==> src/iscc_regs.svh <==
// register map and field constants of the sensor capture controller
// assumes a 32-bit APB slave with word-aligned registers
`ifndef ISCC_REGS_SVH
`define ISCC_REGS_SVH
// ****************************************
// offsets
// ****************************************
`define ISCC_OFS_SYNC_CTRL   12'h000
`define ISCC_OFS_MODE        12'h004
`define ISCC_OFS_PULSE_WIDTH 12'h008
`define ISCC_OFS_FRAME_SIZE  12'h00c
`define ISCC_OFS_ADDR_HIGH   12'h010
`define ISCC_OFS_ADDR_LOW    12'h014
`define ISCC_OFS_LINE_THRESH 12'h018
`define ISCC_OFS_STATUS      12'h01c
`define ISCC_OFS_ACTIVE_ADDR 12'h020
`define ISCC_OFS_DEFECT_IDX  12'h024
`define ISCC_OFS_DEFECT_DATA 12'h028
// ****************************************
// fields
// ****************************************
`define ISCC_BIT_RUN         0
`define ISCC_BIT_WEN         1
`define ISCC_BIT_DIR_OUT     0
`define ISCC_BIT_VS_POL      1
`define ISCC_FMT_LSB         2
`define ISCC_BIT_EMB_SYNC    4
`define ISCC_BIT_DATA_POL    5
`define ISCC_FMT_RAW         2'h0
// ****************************************
// reset values and sizes
// ****************************************
`define ISCC_RST_SYNC_CTRL   2'h0
`define ISCC_RST_WORD        32'h0000_0000
`define ISCC_DEFECT_DEPTH    16
`define ISCC_SYNC_STAGES     2
`endif

==> src/iscc_pkg.sv <==
// types of the sensor capture controller
// state encodings and count width are literals here; nothing is taken from iscc_regs.svh
package iscc_pkg;
    typedef enum logic [2:0] {
        ISCC_IDLE      = 3'b001,
        ISCC_WAIT_SYNC = 3'b010,
        ISCC_CAPTURE   = 3'b100
    } iscc_state_e;
    typedef logic [15:0] iscc_count_t;
endpackage

==> src/iscc_capture.sv <==
// sensor capture controller: APB registers, sync timing, capture path
// assumes imager pins asynchronous to pclk, pixel clock well below pclk/2
`timescale 1ns/100ps
`include "iscc_regs.svh"

module iscc_capture
    import iscc_pkg::*;
(
    input  wire logic        pclk,
    input  wire logic        presetn,
    input  wire logic        psel,
    input  wire logic        penable,
    input  wire logic        pwrite,
    input  wire logic [11:0] paddr,
    input  wire logic [31:0] pwdata,
    output logic      [31:0] prdata,
    output logic             pready,
    output logic             pslverr,
    input  wire logic        pixel_clock,
    input  wire logic [11:0] pixel_data,
    input  wire logic        horizontal_sync_in,
    output logic             horizontal_sync_out,
    output logic             horizontal_sync_oe,
    input  wire logic        vertical_sync_in,
    output logic             vertical_sync_out,
    output logic             vertical_sync_oe,
    output logic             image_pipe_valid,
    output logic      [11:0] image_pipe_data,
    output logic             mem_wr_valid,
    output logic      [31:0] mem_wr_addr,
    output logic      [15:0] mem_wr_data,
    output logic             line_interrupt_a,
    output logic             line_interrupt_b
);
    // ****************************************
    // registers
    // ****************************************
    logic        run_ff, wen_ff, dir_ff, vs_pol_ff, emb_ff, dpol_ff;
    logic [1:0]  fmt_ff;
    iscc_count_t hpw_ff, vpw_ff, ppl_ff, lpf_ff, thr_a_ff, thr_b_ff;
    logic [15:0] addr_hi_ff, addr_lo_ff;
    logic [3:0]  dft_idx_ff;
    logic [31:0] dft_mem [`ISCC_DEFECT_DEPTH];
    logic [31:0] prdata_ff, nxt_prdata;
    logic        pready_ff, pslverr_ff, nxt_err;
    iscc_state_e state_ff, nxt_state;
    iscc_count_t h_cnt_ff, v_cnt_ff, line_cnt_ff, frame_cnt_ff;
    logic [31:0] base_ff, cur_addr_ff;
    logic        wen_act_ff;
    logic        hs_out_ff, vs_out_ff, oe_ff;
    logic        hs_prev_ff, vs_prev_ff, px_prev_ff;
    logic        pipe_v_ff, mem_v_ff, int_a_ff, int_b_ff;
    logic [11:0] pipe_d_ff;
    logic [15:0] mem_d_ff;
    logic [31:0] mem_a_ff;
    logic [14:0] meta_ff, sync_ff;

    wire wr_ok  = psel & penable & pready_ff & pwrite;
    wire rd_cyc = psel & penable & ~pready_ff;

    // ****************************************
    // apb slave, one wait state
    // ****************************************
    always_comb begin
        nxt_prdata = `ISCC_RST_WORD;
        nxt_err    = 1'b0;
        unique case (paddr)
            `ISCC_OFS_SYNC_CTRL:   nxt_prdata = {30'h0, wen_ff, run_ff};
            `ISCC_OFS_MODE:        nxt_prdata = {26'h0, dpol_ff, emb_ff,
                                                 fmt_ff, vs_pol_ff, dir_ff};
            `ISCC_OFS_PULSE_WIDTH: nxt_prdata = {vpw_ff, hpw_ff};
            `ISCC_OFS_FRAME_SIZE:  nxt_prdata = {lpf_ff, ppl_ff};
            `ISCC_OFS_ADDR_HIGH:   nxt_prdata = {16'h0, addr_hi_ff};
            `ISCC_OFS_ADDR_LOW:    nxt_prdata = {16'h0, addr_lo_ff};
            `ISCC_OFS_LINE_THRESH: nxt_prdata = {thr_b_ff, thr_a_ff};
            `ISCC_OFS_STATUS:      nxt_prdata = {frame_cnt_ff, line_cnt_ff};
            `ISCC_OFS_ACTIVE_ADDR: nxt_prdata = cur_addr_ff;
            `ISCC_OFS_DEFECT_IDX:  nxt_prdata = {28'h0, dft_idx_ff};
            `ISCC_OFS_DEFECT_DATA: nxt_prdata = dft_mem[dft_idx_ff];
            default:               nxt_err    = 1'b1;
        endcase
    end

    always_ff @(posedge pclk or negedge presetn) begin
        if (!presetn) begin
            pready_ff  <= 1'b0;
            pslverr_ff <= 1'b0;
            prdata_ff  <= `ISCC_RST_WORD;
        end else begin
            pready_ff  <= rd_cyc;
            pslverr_ff <= rd_cyc & nxt_err;
            if (rd_cyc && !pwrite) begin
                prdata_ff <= nxt_prdata;
            end
        end
    end

    // control registers return to reset values
    always_ff @(posedge pclk or negedge presetn) begin
        if (!presetn) begin
            {wen_ff, run_ff} <= `ISCC_RST_SYNC_CTRL;
            {dir_ff, vs_pol_ff, emb_ff, dpol_ff} <= 4'h0;
            fmt_ff     <= `ISCC_FMT_RAW;
            {hpw_ff, vpw_ff, ppl_ff, lpf_ff} <= 64'h0;
            {thr_a_ff, thr_b_ff} <= `ISCC_RST_WORD;
            {addr_hi_ff, addr_lo_ff} <= `ISCC_RST_WORD;
            dft_idx_ff <= 4'h0;
        end else if (wr_ok) begin
            unique case (paddr)
                `ISCC_OFS_SYNC_CTRL: begin
                    run_ff <= pwdata[`ISCC_BIT_RUN];
                    wen_ff <= pwdata[`ISCC_BIT_WEN];
                end
                `ISCC_OFS_MODE: begin
                    dir_ff    <= pwdata[`ISCC_BIT_DIR_OUT];
                    vs_pol_ff <= pwdata[`ISCC_BIT_VS_POL];
                    fmt_ff    <= pwdata[`ISCC_FMT_LSB +: 2];
                    emb_ff    <= pwdata[`ISCC_BIT_EMB_SYNC];
                    dpol_ff   <= pwdata[`ISCC_BIT_DATA_POL];
                end
                `ISCC_OFS_PULSE_WIDTH: {vpw_ff, hpw_ff} <= pwdata;
                `ISCC_OFS_FRAME_SIZE:  {lpf_ff, ppl_ff} <= pwdata;
                `ISCC_OFS_ADDR_HIGH:   addr_hi_ff <= pwdata[15:0];
                `ISCC_OFS_ADDR_LOW:    addr_lo_ff <= pwdata[15:0];
                `ISCC_OFS_LINE_THRESH: {thr_b_ff, thr_a_ff} <= pwdata;
                `ISCC_OFS_DEFECT_IDX:  dft_idx_ff <= pwdata[3:0];
                default: ;
            endcase
        end
    end

    // defect table RAM: no reset, keeps contents over reset
    always_ff @(posedge pclk) begin
        if (wr_ok && paddr == `ISCC_OFS_DEFECT_DATA) begin
            dft_mem[dft_idx_ff] <= pwdata;
        end
    end

    // ****************************************
    // pin synchronisers
    // ****************************************
    always_ff @(posedge pclk or negedge presetn) begin
        if (!presetn) begin
            meta_ff <= 15'h0;
            sync_ff <= 15'h0;
        end else begin
            meta_ff <= {pixel_data, vertical_sync_in,
                        horizontal_sync_in, pixel_clock};
            sync_ff <= meta_ff;
        end
    end

    wire px_rise  = sync_ff[0] & ~px_prev_ff;
    wire hs_lvl   = dir_ff ? hs_out_ff : sync_ff[1];
    wire vs_lvl   = dir_ff ? vs_out_ff : sync_ff[2];
    wire hs_rise  = hs_lvl & ~hs_prev_ff;
    wire vs_start = vs_pol_ff ? (~vs_lvl & vs_prev_ff)
                              : (vs_lvl & ~vs_prev_ff);
    wire fr_start = (state_ff == ISCC_IDLE && run_ff && dir_ff) ||
                    (state_ff != ISCC_IDLE && run_ff && vs_start);

    always_ff @(posedge pclk or negedge presetn) begin
        if (!presetn) begin
            {px_prev_ff, hs_prev_ff, vs_prev_ff} <= 3'h0;
        end else begin
            {px_prev_ff, hs_prev_ff, vs_prev_ff} <= {sync_ff[0], hs_lvl,
                                                     vs_lvl};
        end
    end

    // ****************************************
    // frame state
    // ****************************************
    always_comb begin
        nxt_state = state_ff;
        unique case (state_ff)
            ISCC_IDLE: begin
                if (run_ff) begin
                    nxt_state = dir_ff ? ISCC_CAPTURE : ISCC_WAIT_SYNC;
                end
            end
            ISCC_WAIT_SYNC: begin
                if (vs_start) begin
                    nxt_state = ISCC_CAPTURE;
                end
            end
            ISCC_CAPTURE: nxt_state = ISCC_CAPTURE;
            default:      nxt_state = ISCC_IDLE;
        endcase
        if (!run_ff) begin
            nxt_state = ISCC_IDLE;
        end
    end

    always_ff @(posedge pclk or negedge presetn) begin
        if (!presetn) begin
            state_ff <= ISCC_IDLE;
        end else begin
            state_ff <= nxt_state;
        end
    end

    // ****************************************
    // master sync generator
    // ****************************************
    wire         h_wrap  = (h_cnt_ff + 16'h1 >= ppl_ff);
    wire         v_wrap  = (v_cnt_ff + 16'h1 >= lpf_ff);
    iscc_count_t nxt_h, nxt_v;
    assign nxt_h = h_wrap ? 16'h0 : h_cnt_ff + 16'h1;
    assign nxt_v = !h_wrap ? v_cnt_ff : (v_wrap ? 16'h0 : v_cnt_ff + 16'h1);

    always_ff @(posedge pclk or negedge presetn) begin
        if (!presetn) begin
            h_cnt_ff  <= 16'h0;
            v_cnt_ff  <= 16'h0;
            hs_out_ff <= 1'b0;
            vs_out_ff <= 1'b0;
            oe_ff     <= 1'b0;
        end else begin
            oe_ff <= dir_ff & run_ff;
            if (!run_ff || !dir_ff) begin
                h_cnt_ff  <= 16'h0;
                v_cnt_ff  <= 16'h0;
                hs_out_ff <= 1'b0;
                vs_out_ff <= vs_pol_ff;
            end else if (px_rise) begin
                h_cnt_ff  <= nxt_h;
                v_cnt_ff  <= nxt_v;
                hs_out_ff <= nxt_h < hpw_ff;
                vs_out_ff <= (nxt_v < vpw_ff) ^ vs_pol_ff;
            end
        end
    end

    // ****************************************
    // line interrupt counters
    // ****************************************
    always_ff @(posedge pclk or negedge presetn) begin
        if (!presetn) begin
            line_cnt_ff  <= 16'h0;
            frame_cnt_ff <= 16'h0;
            int_a_ff     <= 1'b0;
            int_b_ff     <= 1'b0;
        end else begin
            int_a_ff <= 1'b0;
            int_b_ff <= 1'b0;
            if (state_ff == ISCC_IDLE) begin
                line_cnt_ff <= 16'h0;
            end else if (vs_start) begin
                line_cnt_ff  <= 16'h0;
                frame_cnt_ff <= frame_cnt_ff + 16'h1;
            end else if (hs_rise) begin
                line_cnt_ff <= line_cnt_ff + 16'h1;
                int_a_ff    <= (line_cnt_ff + 16'h1 == thr_a_ff);
                int_b_ff    <= (line_cnt_ff + 16'h1 == thr_b_ff);
            end
        end
    end

    // ****************************************
    // address shadow and capture path
    // ****************************************
    // address latched only at frame start
    always_ff @(posedge pclk or negedge presetn) begin
        if (!presetn) begin
            base_ff     <= `ISCC_RST_WORD;
            cur_addr_ff <= `ISCC_RST_WORD;
            wen_act_ff  <= 1'b0;
        end else if (!run_ff) begin
            wen_act_ff  <= 1'b0;
        end else if (fr_start) begin
            base_ff     <= {addr_hi_ff, addr_lo_ff};
            cur_addr_ff <= {addr_hi_ff, addr_lo_ff};
            wen_act_ff  <= wen_ff;
        end else if (mem_v_ff) begin
            cur_addr_ff <= cur_addr_ff + 32'h1;
        end
    end

    wire         cap   = (state_ff == ISCC_CAPTURE) && run_ff && px_rise;
    wire         raw   = (fmt_ff == `ISCC_FMT_RAW) && !emb_ff;
    wire [11:0]  px_in = sync_ff[14:3] ^ {12{dpol_ff & raw}};

    always_ff @(posedge pclk or negedge presetn) begin
        if (!presetn) begin
            pipe_v_ff <= 1'b0;
            mem_v_ff  <= 1'b0;
            pipe_d_ff <= 12'h0;
            mem_d_ff  <= 16'h0;
            mem_a_ff  <= `ISCC_RST_WORD;
        end else begin
            pipe_v_ff <= cap & raw;
            mem_v_ff  <= cap & wen_act_ff & ~fr_start;
            if (cap) begin
                pipe_d_ff <= px_in;
                mem_d_ff  <= {4'h0, px_in};
                mem_a_ff  <= cur_addr_ff;
            end
        end
    end

    assign prdata              = prdata_ff;
    assign pready              = pready_ff;
    assign pslverr             = pslverr_ff;
    assign horizontal_sync_out = hs_out_ff;
    assign vertical_sync_out   = vs_out_ff;
    assign horizontal_sync_oe  = oe_ff;
    assign vertical_sync_oe    = oe_ff;
    assign image_pipe_valid    = pipe_v_ff;
    assign image_pipe_data     = pipe_d_ff;
    assign mem_wr_valid        = mem_v_ff;
    assign mem_wr_addr         = mem_a_ff;
    assign mem_wr_data         = mem_d_ff;
    assign line_interrupt_a    = int_a_ff;
    assign line_interrupt_b    = int_b_ff;
endmodule

==> config.mk <==
export PLATFORM = sky130hd
export DESIGN_NAME = iscc_capture
export DESIGN_NICKNAME = d
export VERILOG_FILES = /design/src/iscc_pkg.sv /design/src/iscc_capture.sv
export VERILOG_INCLUDE_DIRS = /design/src /design/src/src
export SDC_FILE = /design/constraint.sdc
export NUM_CORES = 1
export LEC_CHECK = 0
export BUFFER_PORTS_ARGS = -buffer_cell sky130_fd_sc_hd__buf_2
export CAP_MARGIN = 20
export CORE_ASPECT_RATIO = 0.6
export CORE_MARGIN = 2
export CORE_UTILIZATION = 40
export DETAILED_ROUTE_END_ITERATION = 16
export GPL_ROUTABILITY_DRIVEN = 0
export PLACE_DENSITY = 0.55
export SLEW_MARGIN = 20
export SYNTH_ARGS = -nofsm -noshare
export SYNTH_HDL_FRONTEND = slang
export SYNTH_SLANG_ARGS = --single-unit
==> constraint.sdc <==
create_clock -name pclk -period 7.88 [get_ports pclk]
set_clock_uncertainty 0.2 [all_clocks]
set_input_delay 0.788 -clock pclk [delete_from_list [all_inputs] [get_ports pclk]]
set_output_delay 0.788 -clock pclk [all_outputs]
set_load 0.01 [all_outputs]
==> impl_metrics.sql, run 1 <==
INSERT INTO impl_metrics (metric_group, metric, value, unit) VALUES
('critical_path', 'worstReg2RegStart', 'v_cnt_ff[0]', ''),
('logic_synthesis', 'post-synth-top-area-fraction', '40.8', '%'),
('critical_path', 'rr_endpoint', 'vertical_sync_out', ''),
('global_routing', 'gr-total-overflow', '0', ''),
('logic_synthesis', 'synth_cell_types', '70', ''),
('final_layout', 'postLayoutCoreUtil', '45.7', '%'),
('hold_path', 'hp-class', 'flip-flop to flip-flop', ''),
('logic_synthesis', 'yosys.area_share.simple', '7.32', '%'),
('timing', 'finalSetupViolations', '0', ''),
('clock_network', 'clk_path_buf_depth', '3', ''),
('logic_synthesis', 'synth.most_common_cell', 'sky130_fd_sc_hd__edfxtp_1', ''),
('place', 'dp_hpwl', '72.1', 'mm'),
('logic_synthesis', 'post_synth_mux_area_share', '13.9', '%'),
('critical_path', 'reg2reg_setup_slack', '0.90', 'ns'),
('power', 'clockPowerShare', '44.2', '%'),
('timing', 'setup-tns-final', '0', 'ns'),
('global_routing', 'global_route.usage.total', '22.7', '%'),
('logic_synthesis', 'synth-async-reset-ratio', '41.1', '%'),
('global_routing', 'via_count_of_the_first_global_routing_pass', '23000', ''),
('logic_synthesis', 'synth_ff_type', 'sky130_fd_sc_hd__edfxtp_1', ''),
('logic_synthesis', 'synth.top_cells.by_count', 'sky130_fd_sc_hd__edfxtp_1 (512), sky130_fd_sc_hd__dfrtp_1 (357), sky130_fd_sc_hd__nand2_1 (273)', ''),
('critical_path', 'worstPathArrival', '7.33', 'ns'),
('clock_network', 'htree_num_levels', '3', ''),
('final_layout', 'fin_nets', '2852', ''),
('global_routing', 'antenna_found_initial', '4', ''),
('logic_synthesis', 'parity_gate_share_of_the_synthesized_area_counting_xor_and_xnor_cells', '2.63', '%'),
('logic_synthesis', 'synthAdderAreaFrac', '2.23', '%'),
('timing', 'timing.final.ws_setup', '0.899', 'ns'),
('critical_path', 'standard_cell_with_the_maximum_stage_delay_on_the_critical_path', 'sky130_fd_sc_hd__o211ai_1', ''),
('floorplan', 'starting_density_of_the_core', '40.2', '%'),
('critical_path', 'worst_setup_path_start_kind', 'flip-flop', ''),
('final_layout', 'relative_area_change_from_synthesis_to_final_layout', '13.8', '%'),
('route', 'routed_wire_length_per_instance', '27.0', 'um'),
('logic_synthesis', 'synth_top_family_by_area', 'multiplexers', ''),
('run_status', 'outcome', 'finished clean', ''),
('critical_path', 'critical_path.startpoint', 'v_cnt_ff[0]', ''),
('clock_network', 'cts.sinks', '870', ''),
('power', 'power_density', '214', 'nW/um^2'),
('power', 'power_switching_share', '21.8', '%'),
('floorplan', 'fp.dieH', '242', 'um'),
('clock_network', 'clock-root-buffer', 'sky130_fd_sc_hd__clkbuf_16', ''),
('clock_network', 'clk_pin_slew', '0.07', 'ns'),
('power', 'total_switching_power', '2000', 'uW'),
('timing', 'slew_headroom', '24.6', '%'),
('route', 'route.detailed.drc', '0', ''),
('floorplan', 'dieArea', '96600', 'sq um'),
('global_routing', 'first_pass_grt_wire_length', '160', 'mm'),
('global_routing', 'grt_start_max_net_pins', '122', ''),
('floorplan', 'die_width', '400', 'um'),
('power', 'cellInternalPower', '7180', 'uW'),
('place', 'place.port_buffers', '161', ''),
('power', 'comb_power_share', '2.4', '%'),
('logic_synthesis', 'avgSynthCellArea', '14.7', 'sq um'),
('floorplan', 'boundaryPins', '166', ''),
('clock_network', 'cts_inserted_buffers', '82', ''),
('route', 'initialDrtViolationCount', '2882', ''),
('route', 'firstDrtPassIters', '6', ''),
('critical_path', 'worst-path-max-fanout', '12', ''),
('place', 'placedCellCount', '3866', ''),
('power', 'power.static_leakage', '0.0164', 'uW'),
('critical_path', 'cp_common_cell', 'sky130_fd_sc_hd__and3_1', ''),
('timing', 'number_of_endpoints_with_negative_hold_slack_in_the_final_report', '0', ''),
('route', 'drt_wl_total', '109', 'mm'),
('critical_path', 'critical_path.max_stage_delay', '0.74', 'ns'),
('critical_path', 'critical_path.endpoint_type', 'flip-flop', ''),
('timing', 'tightestPinTransition', '1.13', 'ns'),
('timing', 'max_clock_freq', '0.143', 'GHz'),
('logic_synthesis', 'synthCells', '2555', ''),
('route', 'drtAntennaViolNets', '0', ''),
('critical_path', 'worstPathCellList', 'nand3_1, nor4b_1, and3_1, and3_1, nand3_1, xor2_1, inv_1, ha_1, nand4_1, nor3_1, nand4_1, o211ai_1, nor2_1, nand2_1, o21ai_0, ha_1, a21o_1, a21oi_1, a2111oi_0, o2111ai_1, and3_1, a211o_1', ''),
('power', 'total_power', '9180', 'uW');
## worst min path at each step
stage	slack (ns)	depth (start not counted)	start	to
floorplan	0.13	0	meta_ff[0]	sync_ff[0]
global placement	0.13	0	meta_ff[13]	sync_ff[13]
finish	0.14	0	meta_ff[1]	sync_ff[1]
detailed placement	0.14	0	meta_ff[5]	sync_ff[5]
global route	0.15	0	meta_ff[14]	sync_ff[14]
CTS	0.15	0	meta_ff[14]	sync_ff[14]
## cells by family after synthesis
logic type	Yosys count
other	1
AND/OR/NAND/NOR	583
adder cells (fa/ha/maj)	67
buffers and inverters	228
AO/OA/AOI/OAI	389
XOR/XNOR	113
flip-flops	870
multiplexers	304
## state kept, by name (all words and copies together) (netlist names), 4 cells and up
| name | count |
|---|---|
| dft_idx_ff | 4 |
| meta_ff | 15 |
| dft_mem | 512 |
| addr_lo_ff | 16 |
| lpf_ff | 16 |
| sync_ff | 15 |
| frame_cnt_ff | 16 |
| mem_wr_data | 12 |
| ppl_ff | 16 |
| thr_b_ff | 16 |
| mem_wr_addr | 32 |
| addr_hi_ff | 16 |
| cur_addr_ff | 32 |
| hpw_ff | 16 |
| vpw_ff | 16 |
| prdata | 32 |
| h_cnt_ff | 16 |
| thr_a_ff | 16 |
| line_cnt_ff | 16 |
| v_cnt_ff | 16 |
## critical path, delay by kind of cell (launching register included)
family	cells	cell delay, ns
adder cells (fa/ha/maj)	2	0.65
XOR/XNOR	1	0.24
AND/OR/NAND/NOR	11	3.02
buffers and inverters	1	0.08
flip-flops	1	0.49
AO/OA/AOI/OAI	7	2.20
## final cells by class
cell class                      instances  area, sq um
Clock inverter                         48          508
Clock buffer                          102         2210
Sequential cell                       870        24300
Multi-Input combinational cell       1460        12500
Inverter                               80          300
Fill cell                            8298        50800
Timing Repair Buffer                  227         1380
Tap cell                             1246         1560
## power groups by stage
stage	clock, uW	sequential, uW	combinational, uW
3_3_place_gp	0	4990	211
3_5_place_dp	0	5000	218
4_1_cts	4150	4900	225
6_report	4060	4900	219
5_1_grt	4340	4900	245
2_1_floorplan	0	5000	45.2
## per-stage QoR
stage                     instance area [sq um]  hold slack [ns]
after global routing                      42800            0.151
after floorplan                           37600            0.131
final                                     42800            0.144
after global placement                    39900            0.133
after detailed placement                  39900            0.136
after CTS                                 42800            0.146
## layer usage
layer  track usage [%]  part of all wire [%]  routed length, um
met1              34.7                    45              49500
met2              31.3                    43              46500
met3              6.94                    10              10900
met5                 0                 0.012                 13
met4              5.47                   1.9               2030
## timing repair
| action | 4_1_cts | 5_1_grt |
|---|---|---|
| hold buffers | 16 | 0 |
| gates resized for setup | 0 | 0 |
| buffers inserted | 0 | 0 |
| endpoints found under the hold margin | 69 | 0 |
| endpoints found under the setup margin | 0 | 0 |
## layout by cell type, fill, tap and decap left out, types with 14 or more instances in the layout
cell                            Yosys  layout
sky130_fd_sc_hd__edfxtp_1         512     512
sky130_fd_sc_hd__dfrtp_1          357     352
sky130_fd_sc_hd__nand2_1          273     273
sky130_fd_sc_hd__mux4_2           160     160
sky130_fd_sc_hd__buf_2             21     160
sky130_fd_sc_hd__mux2_2           142     142
sky130_fd_sc_hd__o21ai_0          105     104
sky130_fd_sc_hd__a21oi_1          102     102
sky130_fd_sc_hd__clkbuf_16          0      84
sky130_fd_sc_hd__inv_1             80      80
sky130_fd_sc_hd__nor2_1            94      78
sky130_fd_sc_hd__ha_1              67      67
sky130_fd_sc_hd__xor2_1            57      57
sky130_fd_sc_hd__xnor2_1           56      56
sky130_fd_sc_hd__nand3_1           52      52
sky130_fd_sc_hd__buf_4             19      48
sky130_fd_sc_hd__nand4_1           43      43
sky130_fd_sc_hd__a22oi_1           43      43
sky130_fd_sc_hd__a222oi_1          32      32
sky130_fd_sc_hd__and3_1            25      25
sky130_fd_sc_hd__a22o_1            22      22
sky130_fd_sc_hd__o21a_1            20      20
sky130_fd_sc_hd__a21o_1            17      17
sky130_fd_sc_hd__clkinv_2           0      17
sky130_fd_sc_hd__dlygate4sd3_1      0      16
sky130_fd_sc_hd__nor3_1            21      14
sky130_fd_sc_hd__clkbuf_1          84      14
No activity file was read; power rests on OpenSTA's default activity.
==> run 2, diff against run 1 <==
CORE_ASPECT_RATIO = not set   (was 0.6)
==> run 2 against run 1 <==
  * Wire length is 5.0% lower
  * Final cell count grew 0.64%
  * Sequential power about the same
  * Register-to-register slack better by 0.27 ns
  * Die area is essentially flat
  * First-iteration DRC count is 16% lower
  * Critical path type unchanged
  * Largest cell class unchanged
==> impl_metrics.sql, run 2 (synthesis gave the netlist of run 1 again) <==
INSERT INTO impl_metrics (metric_group, metric, value, unit) VALUES
('run_status', 'outcome', 'finished clean', ''),
('critical_path', 'critPathRequiredTime', '8.24', 'ns'),
('critical_path', 'critical_path.max_stage_delay', '0.68', 'ns'),
('timing', 'tightestPinTransition', '1.01', 'ns'),
('power', 'clockPowerShare', '46.9', '%'),
('timing', 'slew_headroom', '32.6', '%'),
('final_layout', 'layout.cells.most_common', 'sky130_fd_sc_hd__edfxtp_1', ''),
('place', 'dp_hpwl', '67.7', 'mm'),
('floorplan', 'die_width', '311', 'um'),
('floorplan', 'cell_row_count', '112', ''),
('global_routing', 'grt_start_max_net_pins', '164', ''),
('clock_network', 'cts_tree', 'yes', ''),
('critical_path', 'cp_common_cell', 'sky130_fd_sc_hd__and3_1', ''),
('timing', 'setup_repair_after_global_routing_missed_its_margin', 'false', ''),
('final_layout', 'diodes', '0', ''),
('route', 'drtAntennaViolNets', '0', ''),
('clock_network', 'cts_inserted_buffers', '93', ''),
('route', 'route.detailed.drc', '0', ''),
('timing', 'finalSetupViolations', '0', ''),
('timing', 'min_clock_period_post_route', '6.71', 'ns'),
('critical_path', 'critical_path.endpoint_type', 'flip-flop', ''),
('timing', 'max_clock_freq', '0.149', 'GHz'),
('timing', 'timing.final.crit_share', '85.2', '%'),
('route', 'firstDrtPassIters', '6', ''),
('clock_network', 'clk_pin_slew', '0.06', 'ns'),
('final_layout', 'register_with_the_most_flip_flops', 'dft_mem', ''),
('route', 'initialDrtViolationCount', '2421', ''),
('global_routing', 'first_pass_grt_wire_length', '155', 'mm'),
('final_layout', 'postLayoutCoreUtil', '46.3', '%'),
('route', 'routed_wire_length_per_instance', '25.5', 'um'),
('critical_path', 'setup.worst_path.class', 'flip-flop to flip-flop', ''),
('clock_network', 'hold_buffer_count_at_cts', '11', ''),
('global_routing', 'antenna_found_initial', '1', ''),
('critical_path', 'standard_cell_with_the_maximum_stage_delay_on_the_critical_path', 'sky130_fd_sc_hd__o211ai_1', ''),
('hold_path', 'hp-class', 'primary input to flip-flop', ''),
('power', 'total_switching_power', '2050', 'uW'),
('floorplan', 'placeableCoreArea', '93300', 'sq um'),
('route', 'drt_wl_total', '103', 'mm'),
('critical_path', 'worstPathArrival', '7.07', 'ns'),
('timing', 'setup-tns-final', '0', 'ns'),
('timing', 'final-max-slew-violation-count', '0', ''),
('clock_network', 'htree_num_levels', '3', ''),
('global_routing', 'gr-total-overflow', '0', ''),
('critical_path', 'critical-path-top-delay-family', 'simple AND/OR/NAND/NOR gates', ''),
('timing', 'number_of_endpoints_with_negative_hold_slack_in_the_final_report', '0', ''),
('critical_path', 'worst_setup_path_start_kind', 'flip-flop', ''),
('place', 'place.port_buffers', '161', ''),
('power', 'cellInternalPower', '7610', 'uW'),
('critical_path', 'worst-path-max-fanout', '12', ''),
('floorplan', 'boundaryPins', '166', ''),
('power', 'power_switching_share', '21.2', '%'),
('critical_path', 'worst-path-buf-inv', '1', ''),
('clock_network', 'ctsResizeCount', '0', ''),
('route', 'via_per_inst', '5.73', ''),
('final_layout', 'relative_area_change_from_synthesis_to_final_layout', '14.9', '%'),
('final_layout', 'fin_nets', '2857', ''),
('power', 'sequential_share_of_power', '50.7', '%'),
('floorplan', 'starting_density_of_the_core', '40.3', '%'),
('clock_network', 'clk_path_buf_depth', '3', ''),
('global_routing', 'via_count_of_the_first_global_routing_pass', '23600', ''),
('power', 'vdd_ir_drop_max', '212', 'uV'),
('final_layout', 'flip_flop_count_of_the_largest_register_all_copies_and_words_added', '512', ''),
('floorplan', 'fp.dieH', '311', 'um'),
('power', 'comb_power_share', '2.3', '%'),
('power', 'power.static_leakage', '0.0166', 'uW'),
('clock_network', 'cts.sinks', '870', ''),
('final_layout', 'most-common-layout-cells', 'sky130_fd_sc_hd__edfxtp_1 (512), sky130_fd_sc_hd__dfrtp_1 (352), sky130_fd_sc_hd__nand2_1 (273)', ''),
('power', 'power_density', '223', 'nW/um^2'),
('clock_network', 'worst_skew_pair.late_latency', '0.68', 'ns'),
('global_routing', 'global_route.usage.total', '21.3', '%'),
('final_layout', 'drive_gt1_share', '25.1', '%'),
('clock_network', 'clock-root-buffer', 'sky130_fd_sc_hd__clkbuf_16', ''),
('critical_path', 'worstPathCellList', 'and3_1, nor4b_1, and3_1, and3_1, nand3_1, xor2_1, inv_1, ha_1, nand4_1, nor3_1, nand4_1, o211ai_1, nand2b_1, o21ai_0, ha_1, a21o_1, a21o_1, a21oi_1, a2111oi_0, o2111ai_1, and3_1, a211o_1', ''),
('floorplan', 'dieArea', '96600', 'sq um'),
('flow_run', 'maxCapViolCount', '0', ''),
('route', 'route.vias.total', '23300', ''),
('clock_network', 'cts_setup_buffers', '0', '');
==> run 2: cell types whose count changed in the layout (fill, tap and decap cells not counted), sizes merged <==
cell / before / now
clkbuf: 102 / 121
bufinv: 7 / 12
dlygate4sd3: 16 / 11
clkinv: 32 / 35
buf: 211 / 209
clkinvlp: 5 / 3
==> run 2: area by class of cell <==
cell class	count	area [sq um]
multi-input combinational	1460	12500
fill	8236	50100
timing repair buffer	221	1320
sequential	870	24300
clock inverter	54	689
tap	1254	1570
clock buffer	120	2510
inverter	80	300
==> run 2: metrics by stage <==
stage | setup WS [ns] | std cells | hold WS (ns) | area, sq um | power [uW]
detailed placement | 1.35 | 3873 | 0.136 | 39900 | 5210
CTS | 1.32 | 4058 | 0.00160 | 43200 | 9750
floorplan | 2.32 | 2558 | 0.131 | 37600 | 5050
global route | 0.465 | 4059 | 0.0117 | 43200 | 9960
finish | 1.17 | 4059 | 0.0385 | 43200 | 9660
global placement | 1.39 | 3873 | 0.133 | 39900 | 5200
==> run 2: worst paths after layout <==
path	from	end	slack (ns)	cells after the start
hold reg to reg	meta_ff[3]	sync_ff[3]	0.15	0
min in group asynchronous	presetn	v_cnt_ff[4]	0.50	2
hold / removal	pixel_data[5]	meta_ff[8]	0.04	1
setup reg to reg	v_cnt_ff[6]	vertical_sync_out	1.17	22
setup / recovery	v_cnt_ff[6]	vertical_sync_out	1.17	22
max in group asynchronous	presetn	mem_wr_addr[9]	5.58	3
==> run 2: power by group through the flow <==
stage	Combinational (uW)	Sequential (uW)	Clock, uW
2_1_floorplan	45.2	5000	0
3_3_place_gp	215	4990	0
3_5_place_dp	223	4990	0
4_1_cts	227	4900	4630
5_1_grt	247	4900	4820
6_report	225	4900	4530
==> run 2: per-layer routing <==
metal	vias up	routed length (um)	track usage (%)	share of wire [%]
met5	-	14	0	0.014
met4	2	3940	8.52	3.8
met3	165	6050	2.99	5.9
met2	863	48900	34.0	47
met1	12200	44600	29.5	43
li1	10100	-	-	-
